==> src/common/adc_port_pkg.sv <==
`default_nettype none

package adc_port_pkg;

   // register widths
   localparam int DATA_W   = 24;
   localparam int MODE_W   = 16;
   localparam int FILTER_W = 16;
   localparam int CAL_W    = 24;
   localparam int STATUS_W = 8;
   localparam int CMD_W    = 8;
   localparam int SEL_W    = 3;
   localparam int CNT_W    = 5;
   localparam int FIFO_DEPTH = 16;

   // register select codes in the command byte
   localparam logic [2:0] SEL_CMD_STATUS = 3'h0;
   localparam logic [2:0] SEL_DATA       = 3'h1;
   localparam logic [2:0] SEL_MODE       = 3'h2;
   localparam logic [2:0] SEL_FILTER     = 3'h3;
   localparam logic [2:0] SEL_OFFSET     = 3'h4;
   localparam logic [2:0] SEL_GAIN       = 3'h5;

   // command byte fields
   localparam int CMD_SEL_LSB  = 0;
   localparam int CMD_READ_BIT = 4;

   // mode register fields
   localparam int MODE_CAL_BIT = 15;

   // status register fields
   localparam int STAT_READY_BIT   = 7;
   localparam int STAT_STANDBY_BIT = 6;
   localparam int STAT_CAL_BIT     = 5;
   localparam int STAT_FULL_BIT    = 4;

   // transfer lengths in bits
   localparam logic [4:0] LEN_CMD  = 5'h08;
   localparam logic [4:0] LEN_8    = 5'h08;
   localparam logic [4:0] LEN_16   = 5'h10;
   localparam logic [4:0] LEN_24   = 5'h18;

   // reset values
   localparam logic [7:0]  CMD_RST    = 8'h00;
   localparam logic [15:0] MODE_RST   = 16'h0000;
   localparam logic [15:0] FILTER_RST = 16'h0000;
   localparam logic [23:0] CAL_RST    = 24'h000000;
   localparam logic [23:0] DATA_RST   = 24'h000000;

   // ready stays high this long before an unread result is replaced
   localparam int CLK_PERIOD_NS = 20;
   localparam int UPDATE_HOLD_NS = 1000;
   localparam int HOLD_CYCLES = (UPDATE_HOLD_NS + CLK_PERIOD_NS - 1) / CLK_PERIOD_NS;

   typedef enum logic [2:0] {
      ST_EMPTY,
      ST_FULL,
      ST_HOLD,
      ST_CAL,
      ST_CAL_OK
   } ready_state_t;

   typedef enum logic [1:0] {
      PH_CMD,
      PH_READ,
      PH_WRITE
   } phase_t;

endpackage : adc_port_pkg

`default_nettype wire

==> src/rtl/result_fifo.sv <==
`default_nettype none

module result_fifo #(
   parameter int WIDTH = 24,
   parameter int DEPTH = 16
) (
   input  wire logic             ref_clk_in,
   input  wire logic             reset_in,
   input  wire logic             in_valid_in,
   input  wire logic [WIDTH-1:0] in_data_in,
   output logic                  in_ready_out,
   output logic                  out_valid_out,
   output logic      [WIDTH-1:0] out_data_out,
   input  wire logic             out_ready_in
);

   localparam int PTR_W = $clog2(DEPTH);
   localparam int CNT_W = $clog2(DEPTH + 1);
   localparam logic [CNT_W-1:0] FULL_CNT = CNT_W'(DEPTH);

   logic [WIDTH-1:0] mem [DEPTH];
   logic [PTR_W-1:0] wr_ptr;
   logic [PTR_W-1:0] rd_ptr;
   logic [CNT_W-1:0] count;
   logic [CNT_W-1:0] next_count;
   wire              push = in_valid_in & in_ready_out;
   wire              fetch = (count != '0) & (~out_valid_out | out_ready_in);

   // ready is registered so the filler sees a flop, set one cycle early
   assign next_count = count + CNT_W'(push) - CNT_W'(fetch);

   always_ff @(posedge ref_clk_in) begin
      if (push) begin
         mem[wr_ptr] <= in_data_in;
      end
   end

   // output word sits in a register ahead of the memory
   always_ff @(posedge ref_clk_in) begin
      if (reset_in) begin
         wr_ptr        <= '0;
         rd_ptr        <= '0;
         count         <= '0;
         in_ready_out  <= 1'b0;
         out_valid_out <= 1'b0;
         out_data_out  <= '0;
      end else begin
         count        <= next_count;
         in_ready_out <= next_count != FULL_CNT;
         if (push) begin
            wr_ptr <= wr_ptr + 1'b1;
         end
         if (fetch) begin
            out_data_out  <= mem[rd_ptr];
            out_valid_out <= 1'b1;
            rd_ptr        <= rd_ptr + 1'b1;
         end else if (out_ready_in) begin
            out_valid_out <= 1'b0;
         end
      end
   end

endmodule : result_fifo

`default_nettype wire

==> src/rtl/adc_ready_readout_port.sv <==
// How it works
// - low power-down input halts the serial and ready logic; the result buffer still accepts results
// - registers keep their contents while halted
// - chip select low enables serial transfers
// - tied-low select works with three wires
// - ready goes low on fresh result
// - ready goes high after full word read
// - unread result: ready high around update
// - calibration: ready high, low when done
// - output shifter loaded from selected register
// - input shifter writes selected register
`default_nettype none

module adc_ready_readout_port #(
   parameter int DATA_W = adc_port_pkg::DATA_W,
   parameter int DEPTH  = adc_port_pkg::FIFO_DEPTH
) (
   input  wire logic              ref_clk_in,
   input  wire logic              reset_in,
   input  wire logic              standby_n_in,
   input  wire logic              cs_n_in,
   input  wire logic              sclk_in,
   input  wire logic              din_in,
   input  wire logic              result_valid_in,
   input  wire logic [DATA_W-1:0] result_data_in,
   output logic                   result_ready_out,
   input  wire logic              cal_done_in,
   output logic                   dout_out,
   output logic                   dout_oe_out,
   output logic                   rdy_n_out,
   output logic                   standby_out,
   output logic                   cal_start_out,
   output logic            [15:0] mode_out,
   output logic            [15:0] filter_out
);

   // bit count of each register as seen on the wire
   function automatic logic [4:0] reg_len(input logic [2:0] sel);
      case (sel)
         adc_port_pkg::SEL_DATA,
         adc_port_pkg::SEL_OFFSET,
         adc_port_pkg::SEL_GAIN:   reg_len = adc_port_pkg::LEN_24;
         adc_port_pkg::SEL_MODE,
         adc_port_pkg::SEL_FILTER: reg_len = adc_port_pkg::LEN_16;
         default:                  reg_len = adc_port_pkg::LEN_8;
      endcase
   endfunction : reg_len

   // two-flop synchronisers for every pin; stage one feeds only stage two
   logic [3:0] pin_s1;
   logic [3:0] pin_s2;
   logic       sclk_d;

   always_ff @(posedge ref_clk_in) begin
      // idle pin levels, so reset shows no false standby, select or clock edge
      if (reset_in) begin
         pin_s1 <= 4'hE;
         pin_s2 <= 4'hE;
         sclk_d <= 1'b1;
      end else begin
         pin_s1 <= {standby_n_in, cs_n_in, sclk_in, din_in};
         pin_s2 <= pin_s1;
         sclk_d <= pin_s2[1];
      end
   end

   wire awake     = pin_s2[3];
   wire cs_s2     = pin_s2[2];
   wire sclk_s2   = pin_s2[1];
   wire din_s2    = pin_s2[0];
   wire sclk_rise = sclk_s2 & ~sclk_d;
   wire sclk_fall = ~sclk_s2 & sclk_d;
   wire selected  = ~cs_s2 & awake;

   // registers kept through standby
   logic [7:0]  cmd;
   logic [15:0] mode;
   logic [15:0] filter;
   logic [23:0] offset;
   logic [23:0] gain;
   logic [23:0] data;

   // serial engine state
   adc_port_pkg::phase_t phase;
   logic [4:0]  bit_cnt;
   logic [23:0] in_sh;
   logic [23:0] out_sh;
   logic        data_read_done;

   // ready tracking
   adc_port_pkg::ready_state_t state;
   adc_port_pkg::ready_state_t next_state;
   logic [7:0]  hold_cnt;

   // fifo hookup
   logic        fifo_valid;
   logic [23:0] fifo_data;
   logic        fifo_full;

   // decode of the serial stream
   wire [2:0]  sel        = cmd[adc_port_pkg::CMD_SEL_LSB +: adc_port_pkg::SEL_W];
   wire [4:0]  xfer_len   = (phase == adc_port_pkg::PH_CMD) ? adc_port_pkg::LEN_CMD : reg_len(sel);
   wire        bit_last   = selected & sclk_rise & (bit_cnt == xfer_len - 5'h01);
   wire [23:0] word       = {in_sh[22:0], din_s2};
   wire [2:0]  new_sel    = word[adc_port_pkg::CMD_SEL_LSB +: adc_port_pkg::SEL_W];
   wire        new_read   = word[adc_port_pkg::CMD_READ_BIT];
   wire        new_write  = (new_sel == adc_port_pkg::SEL_MODE) | (new_sel == adc_port_pkg::SEL_FILTER) |
                            (new_sel == adc_port_pkg::SEL_OFFSET) | (new_sel == adc_port_pkg::SEL_GAIN);
   wire        cmd_done   = bit_last & (phase == adc_port_pkg::PH_CMD);
   wire        write_done = bit_last & (phase == adc_port_pkg::PH_WRITE);
   wire        reading    = (phase == adc_port_pkg::PH_READ) & (sel == adc_port_pkg::SEL_DATA);
   wire        cal_go     = write_done & (sel == adc_port_pkg::SEL_MODE) & word[adc_port_pkg::MODE_CAL_BIT];
   wire        conv_go    = write_done & (sel == adc_port_pkg::SEL_MODE) & ~word[adc_port_pkg::MODE_CAL_BIT];

   // status word shows the block's own state
   wire [7:0] status = {~rdy_n_out, ~awake,
                        (state == adc_port_pkg::ST_CAL), fifo_full, 4'h0};

   // value to send, left aligned so the msb leaves first
   logic [23:0] rd_value;
   always_comb begin
      case (new_sel)
         adc_port_pkg::SEL_DATA:   rd_value = data;
         adc_port_pkg::SEL_MODE:   rd_value = {8'h00, mode};
         adc_port_pkg::SEL_FILTER: rd_value = {8'h00, filter};
         adc_port_pkg::SEL_OFFSET: rd_value = offset;
         adc_port_pkg::SEL_GAIN:   rd_value = gain;
         default:                  rd_value = {16'h0000, status};
      endcase
   end
   wire [23:0] rd_word = rd_value << (adc_port_pkg::LEN_24 - reg_len(new_sel));

   // serial shifting; bits in on sclk rise, out on sclk fall
   always_ff @(posedge ref_clk_in) begin
      if (reset_in) begin
         phase          <= adc_port_pkg::PH_CMD;
         bit_cnt        <= '0;
         in_sh          <= '0;
         out_sh         <= '0;
         dout_out       <= 1'b0;
         dout_oe_out    <= 1'b0;
         data_read_done <= 1'b0;
      end else begin
         dout_oe_out    <= selected;
         data_read_done <= 1'b0;
         if (!awake) begin
            // frozen in standby, nothing moves
         end else if (cs_s2) begin
            phase   <= adc_port_pkg::PH_CMD;
            bit_cnt <= '0;
         end else if (sclk_rise) begin
            in_sh   <= word;
            bit_cnt <= bit_last ? 5'h00 : bit_cnt + 5'h01;
            if (cmd_done && new_read) begin
               phase  <= adc_port_pkg::PH_READ;
               out_sh <= rd_word;
            end else if (cmd_done) begin
               phase  <= new_write ? adc_port_pkg::PH_WRITE : adc_port_pkg::PH_CMD;
            end else if (bit_last) begin
               phase          <= adc_port_pkg::PH_CMD;
               data_read_done <= reading;
            end
         end else if (sclk_fall && phase == adc_port_pkg::PH_READ) begin
            dout_out <= out_sh[23];
            out_sh   <= {out_sh[22:0], 1'b0};
         end
      end
   end

   // register writes; only a finished word changes anything
   always_ff @(posedge ref_clk_in) begin
      if (reset_in) begin
         cmd    <= adc_port_pkg::CMD_RST;
         mode   <= adc_port_pkg::MODE_RST;
         filter <= adc_port_pkg::FILTER_RST;
         offset <= adc_port_pkg::CAL_RST;
         gain   <= adc_port_pkg::CAL_RST;
      end else begin
         if (cmd_done) begin
            cmd <= word[7:0];
         end
         if (write_done) begin
            case (sel)
               adc_port_pkg::SEL_MODE:   mode   <= word[15:0];
               adc_port_pkg::SEL_FILTER: filter <= word[15:0];
               adc_port_pkg::SEL_OFFSET: offset <= word;
               adc_port_pkg::SEL_GAIN:   gain   <= word;
               default:                  cmd    <= cmd;
            endcase
         end
      end
   end

   // a new result replaces the data register only outside a data read
   wire hold_over = (hold_cnt == 8'h00);
   wire pop = awake & fifo_valid & ~reading &
              ((state == adc_port_pkg::ST_EMPTY) | ((state == adc_port_pkg::ST_HOLD) & hold_over));

   // ready sequencing for conversions and calibration
   always_comb begin
      next_state = state;
      if (!awake) begin
         next_state = state;
      end else if (cal_go) begin
         next_state = adc_port_pkg::ST_CAL;
      end else begin
         case (state)
            adc_port_pkg::ST_EMPTY: begin
               if (pop) next_state = adc_port_pkg::ST_FULL;
            end
            adc_port_pkg::ST_FULL: begin
               if (data_read_done) begin
                  next_state = adc_port_pkg::ST_EMPTY;
               end else if (fifo_valid && !reading) begin
                  next_state = adc_port_pkg::ST_HOLD;
               end
            end
            adc_port_pkg::ST_HOLD: begin
               if (pop) next_state = adc_port_pkg::ST_FULL;
            end
            adc_port_pkg::ST_CAL: begin
               if (cal_done_in) next_state = adc_port_pkg::ST_CAL_OK;
            end
            adc_port_pkg::ST_CAL_OK: begin
               if (data_read_done || conv_go) next_state = adc_port_pkg::ST_EMPTY;
            end
            default: next_state = adc_port_pkg::ST_EMPTY;
         endcase
      end
   end

   always_ff @(posedge ref_clk_in) begin
      if (reset_in) begin
         state         <= adc_port_pkg::ST_EMPTY;
         rdy_n_out     <= 1'b1;
         hold_cnt      <= '0;
         data          <= adc_port_pkg::DATA_RST;
         cal_start_out <= 1'b0;
         standby_out   <= 1'b0;
      end else begin
         state         <= next_state;
         rdy_n_out     <= ~(next_state == adc_port_pkg::ST_FULL ||
                            next_state == adc_port_pkg::ST_CAL_OK);
         cal_start_out <= cal_go;
         standby_out   <= ~awake;
         if (pop) begin
            data <= fifo_data;
         end
         // the hold window gives a read in flight time to be seen
         if (state == adc_port_pkg::ST_FULL && next_state == adc_port_pkg::ST_HOLD) begin
            hold_cnt <= 8'(adc_port_pkg::HOLD_CYCLES - 1);
         end else if (awake && !hold_over) begin
            hold_cnt <= hold_cnt - 8'h01;
         end
      end
   end

   // result buffer between converter core and data register
   result_fifo #(
      .WIDTH (DATA_W),
      .DEPTH (DEPTH)
   ) u_fifo (
      .ref_clk_in    (ref_clk_in),
      .reset_in      (reset_in),
      .in_valid_in   (result_valid_in),
      .in_data_in    (result_data_in),
      .in_ready_out  (result_ready_out),
      .out_valid_out (fifo_valid),
      .out_data_out  (fifo_data),
      .out_ready_in  (pop)
   );

   assign fifo_full  = ~result_ready_out;
   assign mode_out   = mode;
   assign filter_out = filter;

   // checks
   chk_standby_flag: assert property (@(posedge ref_clk_in) disable iff (reset_in)
      !awake |=> standby_out && $stable(state))
      else $error("standby not reported or state moved");
   chk_standby_keep: assert property (@(posedge ref_clk_in) disable iff (reset_in)
      !awake |=> $stable(mode) && $stable(filter) && $stable(offset) && $stable(gain) && $stable(data))
      else $error("register changed in standby");
   chk_select_idle: assert property (@(posedge ref_clk_in) disable iff (reset_in)
      (cs_s2 && awake) |=> bit_cnt == 5'h00 && phase == adc_port_pkg::PH_CMD && !dout_oe_out)
      else $error("serial engine active while deselected");
   chk_fresh_low: assert property (@(posedge ref_clk_in) disable iff (reset_in)
      (state == adc_port_pkg::ST_EMPTY && pop && !cal_go) |=> !rdy_n_out && data == $past(fifo_data))
      else $error("fresh result not flagged");
   chk_read_high: assert property (@(posedge ref_clk_in) disable iff (reset_in)
      (data_read_done && awake && (state == adc_port_pkg::ST_FULL || state == adc_port_pkg::ST_CAL_OK)) |=> rdy_n_out)
      else $error("ready low after full read");
   chk_hold_window: assert property (@(posedge ref_clk_in) disable iff (reset_in)
      $changed(data) |-> $past(rdy_n_out) && !$past(reading))
      else $error("data register replaced while ready low or read in flight");
   chk_cal_sequence: assert property (@(posedge ref_clk_in) disable iff (reset_in)
      cal_go |=> rdy_n_out && cal_start_out && state == adc_port_pkg::ST_CAL)
      else $error("ready low during calibration");
   chk_cal_done: assert property (@(posedge ref_clk_in) disable iff (reset_in)
      (state == adc_port_pkg::ST_CAL && cal_done_in && awake && !cal_go) |=> !rdy_n_out)
      else $error("ready not low after calibration");
   chk_out_load: assert property (@(posedge ref_clk_in) disable iff (reset_in)
      (cmd_done && new_read) |=> out_sh == $past(rd_word) && phase == adc_port_pkg::PH_READ)
      else $error("output shifter not loaded");
   chk_mode_write: assert property (@(posedge ref_clk_in) disable iff (reset_in)
      (write_done && sel == adc_port_pkg::SEL_MODE) |=> mode == $past(word[15:0]))
      else $error("mode register not written");

endmodule : adc_ready_readout_port

`default_nettype wire

==> config.mk <==
export PLATFORM = sky130hd
export DESIGN_NAME = adc_ready_readout_port
export DESIGN_NICKNAME = d
export VERILOG_FILES = /design/src/common/adc_port_pkg.sv /design/src/rtl/result_fifo.sv /design/src/rtl/adc_ready_readout_port.sv
export SDC_FILE = /design/constraint.sdc
export NUM_CORES = 1
export LEC_CHECK = 0
export BUFFER_PORTS_ARGS = -buffer_cell sky130_fd_sc_hd__buf_2
export CORE_UTILIZATION = 50
export DETAILED_ROUTE_END_ITERATION = 16
export PLACE_DENSITY = 0.71
export SYNTH_ARGS = -nofsm -noshare
export SYNTH_HDL_FRONTEND = slang
export SYNTH_SLANG_ARGS = --single-unit
==> constraint.sdc <==
create_clock -name ref_clk_in -period 4.4 [get_ports ref_clk_in]
set_input_delay 0.66 -clock ref_clk_in [delete_from_list [all_inputs] [get_ports ref_clk_in]]
set_output_delay 0.66 -clock ref_clk_in [all_outputs]
set_load 0.01 [all_outputs]
==> results.md, run 1 <==
- Period utilization: 74.1%
- DRC Markers: 0
- RSZ-0062 raised after global routing: no
- Ys Warns: 0
- Layout cells sized above 1: 20.4%
- Die height: 223 um
- Synth top area cells: edfxtp_1 (47%), dfxtp_1 (19%), mux4_2 (11%)
- Syn_nets: 1760
- Worst path arrival time: 3.76 ns
- WL final: 53.9 mm
- NetSw: 3640 uW
- Final nets: 1816
- Area share of the largest cell type after synthesis: 47.3%
- Via count: 14400
- Mapped Area: 0.0244 mm2
- Fin crit period: 3.26 ns
- Worst hold path startpoint: sclk_in
- Startpoint Class: flip-flop
- Synth Instances: 1710
- Seq cells post-synth: 610
- Area of placed instances: 0.0254 mm2
- Total CTS buffers: 58
- IO Count: 70
- Area growth from synthesis to layout: 11.8%
- Reg2reg start: cmd[2]$_SDFFE_PP0P_
- Critical path, cell by cell: nor4b_1 -> a21boi_0 -> o2111ai_4 -> a21o_1 -> inv_2 -> ha_1 -> inv_1 -> ha_1 -> inv_1 -> fa_1 -> inv_1 -> a21oi_1 -> nor2_1 -> nor2_1 -> xnor2_1 -> o21a_1
- Clock power share: 35.2%
- Cts hold-fix bufs: 0
- Seq/Total Area, Yosys: 65.8%
- Resized cells post-CTS: 0
- Setup ws final: 1.14 ns
- Gr usage total: 22.1%
- Final Cell Area: 0.0273 mm2
- HPWL after DPL: 31.7 mm
- Combinational power share: 17.3%
- CP Class: reg2reg
- Max-Slew Margin vs Limit: 32.7%
- Slew Limit Fails: 0
- Post-synth top area cell: edfxtp_1
- Non-filler cells, final: 2429
- Worst VDD drop: 0.000384 V
- Slowest CP cell: a21boi_0
- # H-tree levels: 2
- Post-synthesis async set-or-reset flop share: 0%
- Worst-margin pin slew: 1.01 ns
- CTS tree: built
- Worst Hold Class: in2reg
- Worst EP required: 4.90 ns
- Vias in the first global route: 14400
- Seq pwr share: 47.4%
- Crit path buffers/inverters: 4
- Leak: 0.00920 uW
- Top Family by Delay on Critical Path: compound AO/OA/AOI/OAI gates
- Reg clk slew, reported paths: 0.06 ns
- Total of max-cap violations: 0
- Primary FF master, synth: edfxtp_1
- Run status: finished, final reports clean
- Worst hold margin: 0.238 ns
- P_int: 10400 uW
- Worst-Skew Late Latency: 0.65 ns
- Initial antenna violation count: 4
- Crit-path most repeated cell: inv_1
- Post-route ant nets: 0
- Syn Area/Cell: 14.3 um2
- Switching share of power: 25.9%
- Clock skew: 0.0525 ns
- Crit path capture type: flip-flop
- Fmax: 0.307 GHz
- Root Driver: clkbuf_16
- Port Buffer Count: 69
- Routed len/inst: 22.2 um
- Worst Path Max Fanout: 8
- Final setup viols: 0
- Setup bufs post-CTS: 0
- Pwr per Cell Area: 515 mW/mm2
- Dpl ws: 1.19 ns
- Via density: 5.92
- Total global routing overflow: 0
- Rows: 80
- Sink Count: 610
- Maximum buffer depth of the clock tree: 3
- CP peak stage delay: 0.56 ns
- Initial core utilization: 50.9%
- Setup_tns: 0 ns
- Critical Path Start: cmd[2]$_SDFFE_PP0P_
- 1st-iter DRT viols: 1298
- Area of the die: 0.0497 mm2
- EDFF count, synth: 384
- Area of the core: 0.0479 mm2
- Final Hold Vio Count: 0
- Die Wd: 223 um
- Largest net degree at the start of global routing: 73
- Placed insts: 2321
- Drt first pass iters: 5
- Synth unique cells: 72
- First-pass GRT wire length: 83.7 mm
- Global placement routability congestion: 0.848
-- cell usage in the layout, fill, tap and decap left out, drive strengths merged, types with 7 or more instances in the layout --
master   Yosys  routed
edfxtp     384     384
nor2b        9       9
nand2      239     239
clkbuf      69      76
nor2       127     127
a211oi      17      17
or2         10      10
mux2i       75      75
nand2b      10      10
mux2        10      10
ha          17      17
a221o        8       8
o22ai        9       9
a21oi      121     121
a2bb2oi     10      10
a221oi      13      13
nor3        19      19
o21ai       15      15
inv         28      29
dfxtp      226     226
nand4        7       7
xnor2       10      10
mux4       120     120
xor2        11      11
a22o        18      18
clkinv       2      23
buf         43     109
-- power groups by stage --
stage	Combinational, uW	Sequential [uW]	Clock (uW)
6_report	2440	6670	4950
5_1_grt	2670	6720	5260
4_1_cts	2470	6680	5040
3_5_place_dp	2450	6800	0
3_3_place_gp	2380	6780	0
2_1_floorplan	1990	6570	0
-- final cells by class --
cell class              count  area (um2)
well taps                 615         769
fillers                  3664       20700
clock buffers              76        1570
flip-flops and latches    610       16100
repair buffers            109         664
diodes                      1        2.50
inverters                  30         113
multi-input cells         957        7750
clock inverters            31         335
-- synthesized netlist by cell type, types with 3 or more instances --
master / instances
a211oi_1: 17
a21o_1: 3
a21oi_1: 119
a221o_1: 8
a221oi_1: 13
a22o_1: 18
a22oi_1: 4
a2bb2oi_1: 10
and2b_2: 3
buf_1: 10
buf_2: 24
buf_4: 6
clkbuf_1: 68
dfxtp_1: 226
edfxtp_1: 384
ha_1: 17
inv_1: 27
mux2_2: 10
mux2i_1: 75
mux4_2: 120
nand2_1: 239
nand2b_1: 10
nand3_1: 5
nand3b_1: 5
nand4_1: 7
nand4b_1: 3
nor2_1: 127
nor2b_1: 9
nor3_1: 19
nor4b_1: 4
o211a_1: 4
o211ai_1: 5
o21a_1: 5
o21ai_0: 15
o221ai_1: 5
o22ai_1: 9
or2_2: 10
or3_1: 3
xnor2_1: 10
xor2_1: 11
-- stage by stage --
| stage | utilization, % | power, uW |
|---|---|---|
| after global routing | 56.9 | 14600 |
| after floorplan | - | 8560 |
| final | 56.9 | 14100 |
| after CTS | 56.9 | 14200 |
| after global placement | 52.9 | 9160 |
| after detailed placement | 52.9 | 9250 |
-- flip-flops by register name, indices dropped and copies added, names as in the netlist, 2 cells and up --
signal,flops
bit_cnt,5
cmd,3
data,24
filter_out,16
gain,24
hold_cnt,8
in_sh,23
mode_out,16
offset,24
out_sh,24
phase,2
pin_s1,4
pin_s2,4
state,3
u_fifo.count,5
u_fifo.mem,384
u_fifo.out_data_out,24
u_fifo.rd_ptr,4
u_fifo.wr_ptr,4
-- cell families after synthesis --
| kind of cell | after synthesis | synth area share (%) |
|---|---|---|
| flops | 610 | 65.8 |
| simple gates | 461 | 8.30 |
| compound gates | 252 | 6.88 |
| mux | 205 | 14.6 |
| buf+inv | 143 | 2.66 |
| xor+xnor | 21 | 0.754 |
| fa+ha+maj | 18 | 0.954 |
-- path summary, 6_finish.rpt --
path                                                       end  slack (ns)  cells after the start
worst max-delay path            u_fifo.in_ready_out$_SDFF_PP0_        1.14                     16
worst min-delay path                      pin_s1[1]$_SDFF_PP1_        0.24                      2
worst max register to register  u_fifo.in_ready_out$_SDFF_PP0_        1.14                     16
worst min register to register            pin_s2[1]$_SDFF_PP1_        0.41                      1
-- per-layer routing --
| layer | GRT usage, % | vias up | wire length (um) |
|---|---|---|---|
| met1 | 28.9 | 7198 | 21900 |
| met5 | 0 | - | 27 |
| met3 | 3.70 | 127 | 3470 |
| met2 | 36.9 | 526 | 26700 |
| met4 | 8.79 | 4 | 1720 |
| li1 | - | 6520 | - |
Power figures use the tool's default switching activity.
==> run 2, diff against run 1 <==
- PLACE_DENSITY: 0.71 -> 0.74
- clock period: 4.4 -> 2.8 ns (I/O delays scaled with it)
==> run 2 against run 1 <==
  * Clock-buffer cell count down 1
  * Die area unchanged
  * Cell count up 2.0%
  * Maximum frequency grew 20%
  * Global-route usage grew 1.3 points
  * Setup slack worse by 1.1 ns
  * Sequential power increased by 54%
  * Via count increased by 3.2%
  * Sequential share of layout area fell by 1.3 points
  * Critical path depth stayed put
==> results.md, run 2 (synthesis gave the netlist of run 1 again) <==
- CP Class: reg2reg
- Fmax: 0.368 GHz
- Clock skew: 0.0365 ns
- Crit path buffers/inverters: 4
- Final nets: 1862
- Largest Register: u_fifo.mem
- Fin crit period: 2.72 ns
- Slew Limit Fails: 0
- Final setup viols: 0
- Gr usage total: 23.4%
- HPWL after DPL: 32.6 mm
- Leak: 0.00949 uW
- First-pass GRT wire length: 88.4 mm
- Worst-margin pin slew: 0.872 ns
- Via density: 5.99
- Critical path, cell by cell: nor4_4 -> and3_4 -> o2111ai_4 -> a21o_1 -> inv_4 -> ha_4 -> inv_2 -> ha_4 -> inv_2 -> fa_2 -> inv_2 -> a21oi_2 -> nor2_1 -> nor2_1 -> xnor2_1 -> o21a_1
- Gr busiest metal: met2
- Worst EP required: 3.34 ns
- Final Cell Area: 0.0279 mm2
- Period utilization: 97.1%
- M3 GR Usage: 3.65%
- CP peak stage delay: 0.35 ns
- Most common library cell in the layout ignoring fill and taps: edfxtp_1
- Reg clk slew, reported paths: 0.06 ns
- Worst Path Max Fanout: 2
- Pwr per Cell Area: 824 mW/mm2
- Maximum buffer depth of the clock tree: 3
- Multi-input logic area: 0.00784 mm2
- Initial antenna violation count: 4
- Design Power: 23000 uW
- Slowest CP cell: fa_2
- Top Family by Delay on Critical Path: simple AND/OR/NAND/NOR gates
- Initial core utilization: 50.9%
- Run status: finished, final reports clean
- Total global routing overflow: 0
- Worst VDD drop: 0.000542 V
- Worst path arrival time: 3.26 ns
- Crit-path most repeated cell: inv_2
- Area of placed instances: 0.0257 mm2
- Via count: 14800
- DRC Markers: 0
- Register area: 0.0161 mm2
- Max reg flops: 384
- Non-filler cells, final: 2477
- Max-Slew Margin vs Limit: 41.9%
- Post-route ant nets: 0
- Area of the die: 0.0497 mm2
- Drt first pass iters: 6
- Largest net degree at the start of global routing: 132
- IO Count: 70
- Total CTS buffers: 61
- Routed len/inst: 23.0 um
- Fill count: 3586
- Worst-Skew Late Latency: 0.65 ns
- CTS tree: built
- WL final: 57.1 mm
- Sink Count: 610
- Commonest non-fill, non-tap cells in the layout: edfxtp_1 (384), nand2_1 (239), dfxtp_1 (220), mux4_2 (120), a21oi_1 (118)
- Port Buffer Count: 69
- Worst Hold Class: in2reg
- Area of the core: 0.0479 mm2
- Vias in the first global route: 15000
- Rows: 80
- Startpoint Class: flip-flop
- GR Util met1: 31.1%
- Total of max-cap violations: 0
- # H-tree levels: 2
- RSZ-0062 raised after global routing: yes
- Die height: 223 um
- 1st-iter DRT viols: 1550
- Root Driver: clkbuf_16
- Die Wd: 223 um
- Layout cells sized above 1: 23.3%
- Crit path capture type: flip-flop
- Placed insts: 2357
- Global placement routability congestion: 0.866
- Final Hold Vio Count: 0
- Area growth from synthesis to layout: 14.4%
- Grt met2 use: 38.6%
## run 2: changes by cell type in the layout (fill, tap and decap cells not counted), moves of 3 or more
| cell | change |
|---|---|
| buf_12 | +5 |
| buf_4 | +34 |
| clkbuf_1 | -5 |
| clkbuf_16 | +3 |
| dlygate4sd3_1 | +4 |
| inv_1 | -3 |
| nor3_2 | -4 |
| nor3_4 | +4 |
## run 2: worst register-to-register path: stages (launching register included)
cell and delay, ns:
dfxtp_2 0.33, nor4_4 0.29, and3_4 0.25, o2111ai_4 0.11, a21o_1 0.21, inv_4 0.07, ha_4 0.19, inv_2 0.06
ha_4 0.13, inv_2 0.03, fa_2 0.35, inv_2 0.06, a21oi_2 0.04, nor2_1 0.11, nor2_1 0.06, xnor2_1 0.15
o21a_1 0.17
## run 2: final cells by class
type                            instances  area share, %
Inverter                               30          0.413
Antenna cell                            1        0.00897
Sequential cell                       610           57.6
Tap cell                              615           2.76
Multi-Input combinational cell        957           28.1
Clock buffer                           75           5.84
Clock inverter                         37           1.51
Timing Repair Buffer                  152           3.80
## run 2: metal layers
| metal | vias up | share of wire, % | routed length [um] |
|---|---|---|---|
| met5 | - | 0.068 | 39 |
| met4 | 6 | 3.0 | 1690 |
| met2 | 605 | 49 | 28100 |
| met1 | 7464 | 41 | 23400 |
| met3 | 126 | 6.8 | 3890 |
| li1 | 6637 | - | - |
## run 2: through the flow
step	util [%]	hold slack [ns]	TNS (ns)	setup WS (ns)
final	58.2	0.117	0	0.0806
after global routing	58.2	0.108	-0.180	-0.0905
after floorplan	-	0.389	-0.374	-0.235
after CTS	58.2	0.0833	-0.0258	-0.0258
after global placement	53.7	0.404	-0.0642	-0.0642
after detailed placement	53.7	0.396	-0.143	-0.0868
## run 2: worst paths after layout
check / from / to / slack (ns) / cells past startpoint
max reg2reg: hold_cnt[5]$_SDFFE_PP0P_ / u_fifo.in_ready_out$_SDFF_PP0_ / 0.08 / 16
max: hold_cnt[5]$_SDFFE_PP0P_ / u_fifo.in_ready_out$_SDFF_PP0_ / 0.08 / 16
min: reset_in / standby_out$_SDFF_PP0_ / 0.12 / 2
min reg2reg: pin_s1[1]$_SDFF_PP1_ / pin_s2[1]$_SDFF_PP1_ / 0.41 / 1
## run 2: power by group
part           internal, uW  total, uW  switching, uW
sequential             9980      10300            314
clock                  4800       8280           3480
combinational          2240       4420           2180
total                 17000      23000           5980
## run 2: what timing repair did
item,4_1_cts,5_1_grt
setup endpoints to repair,2,2
resized for setup,9,3
cloned,0,0
hold endpoints to repair,4,0
buffers inserted,2,1
hold buffers,4,0
pin swaps,11,7
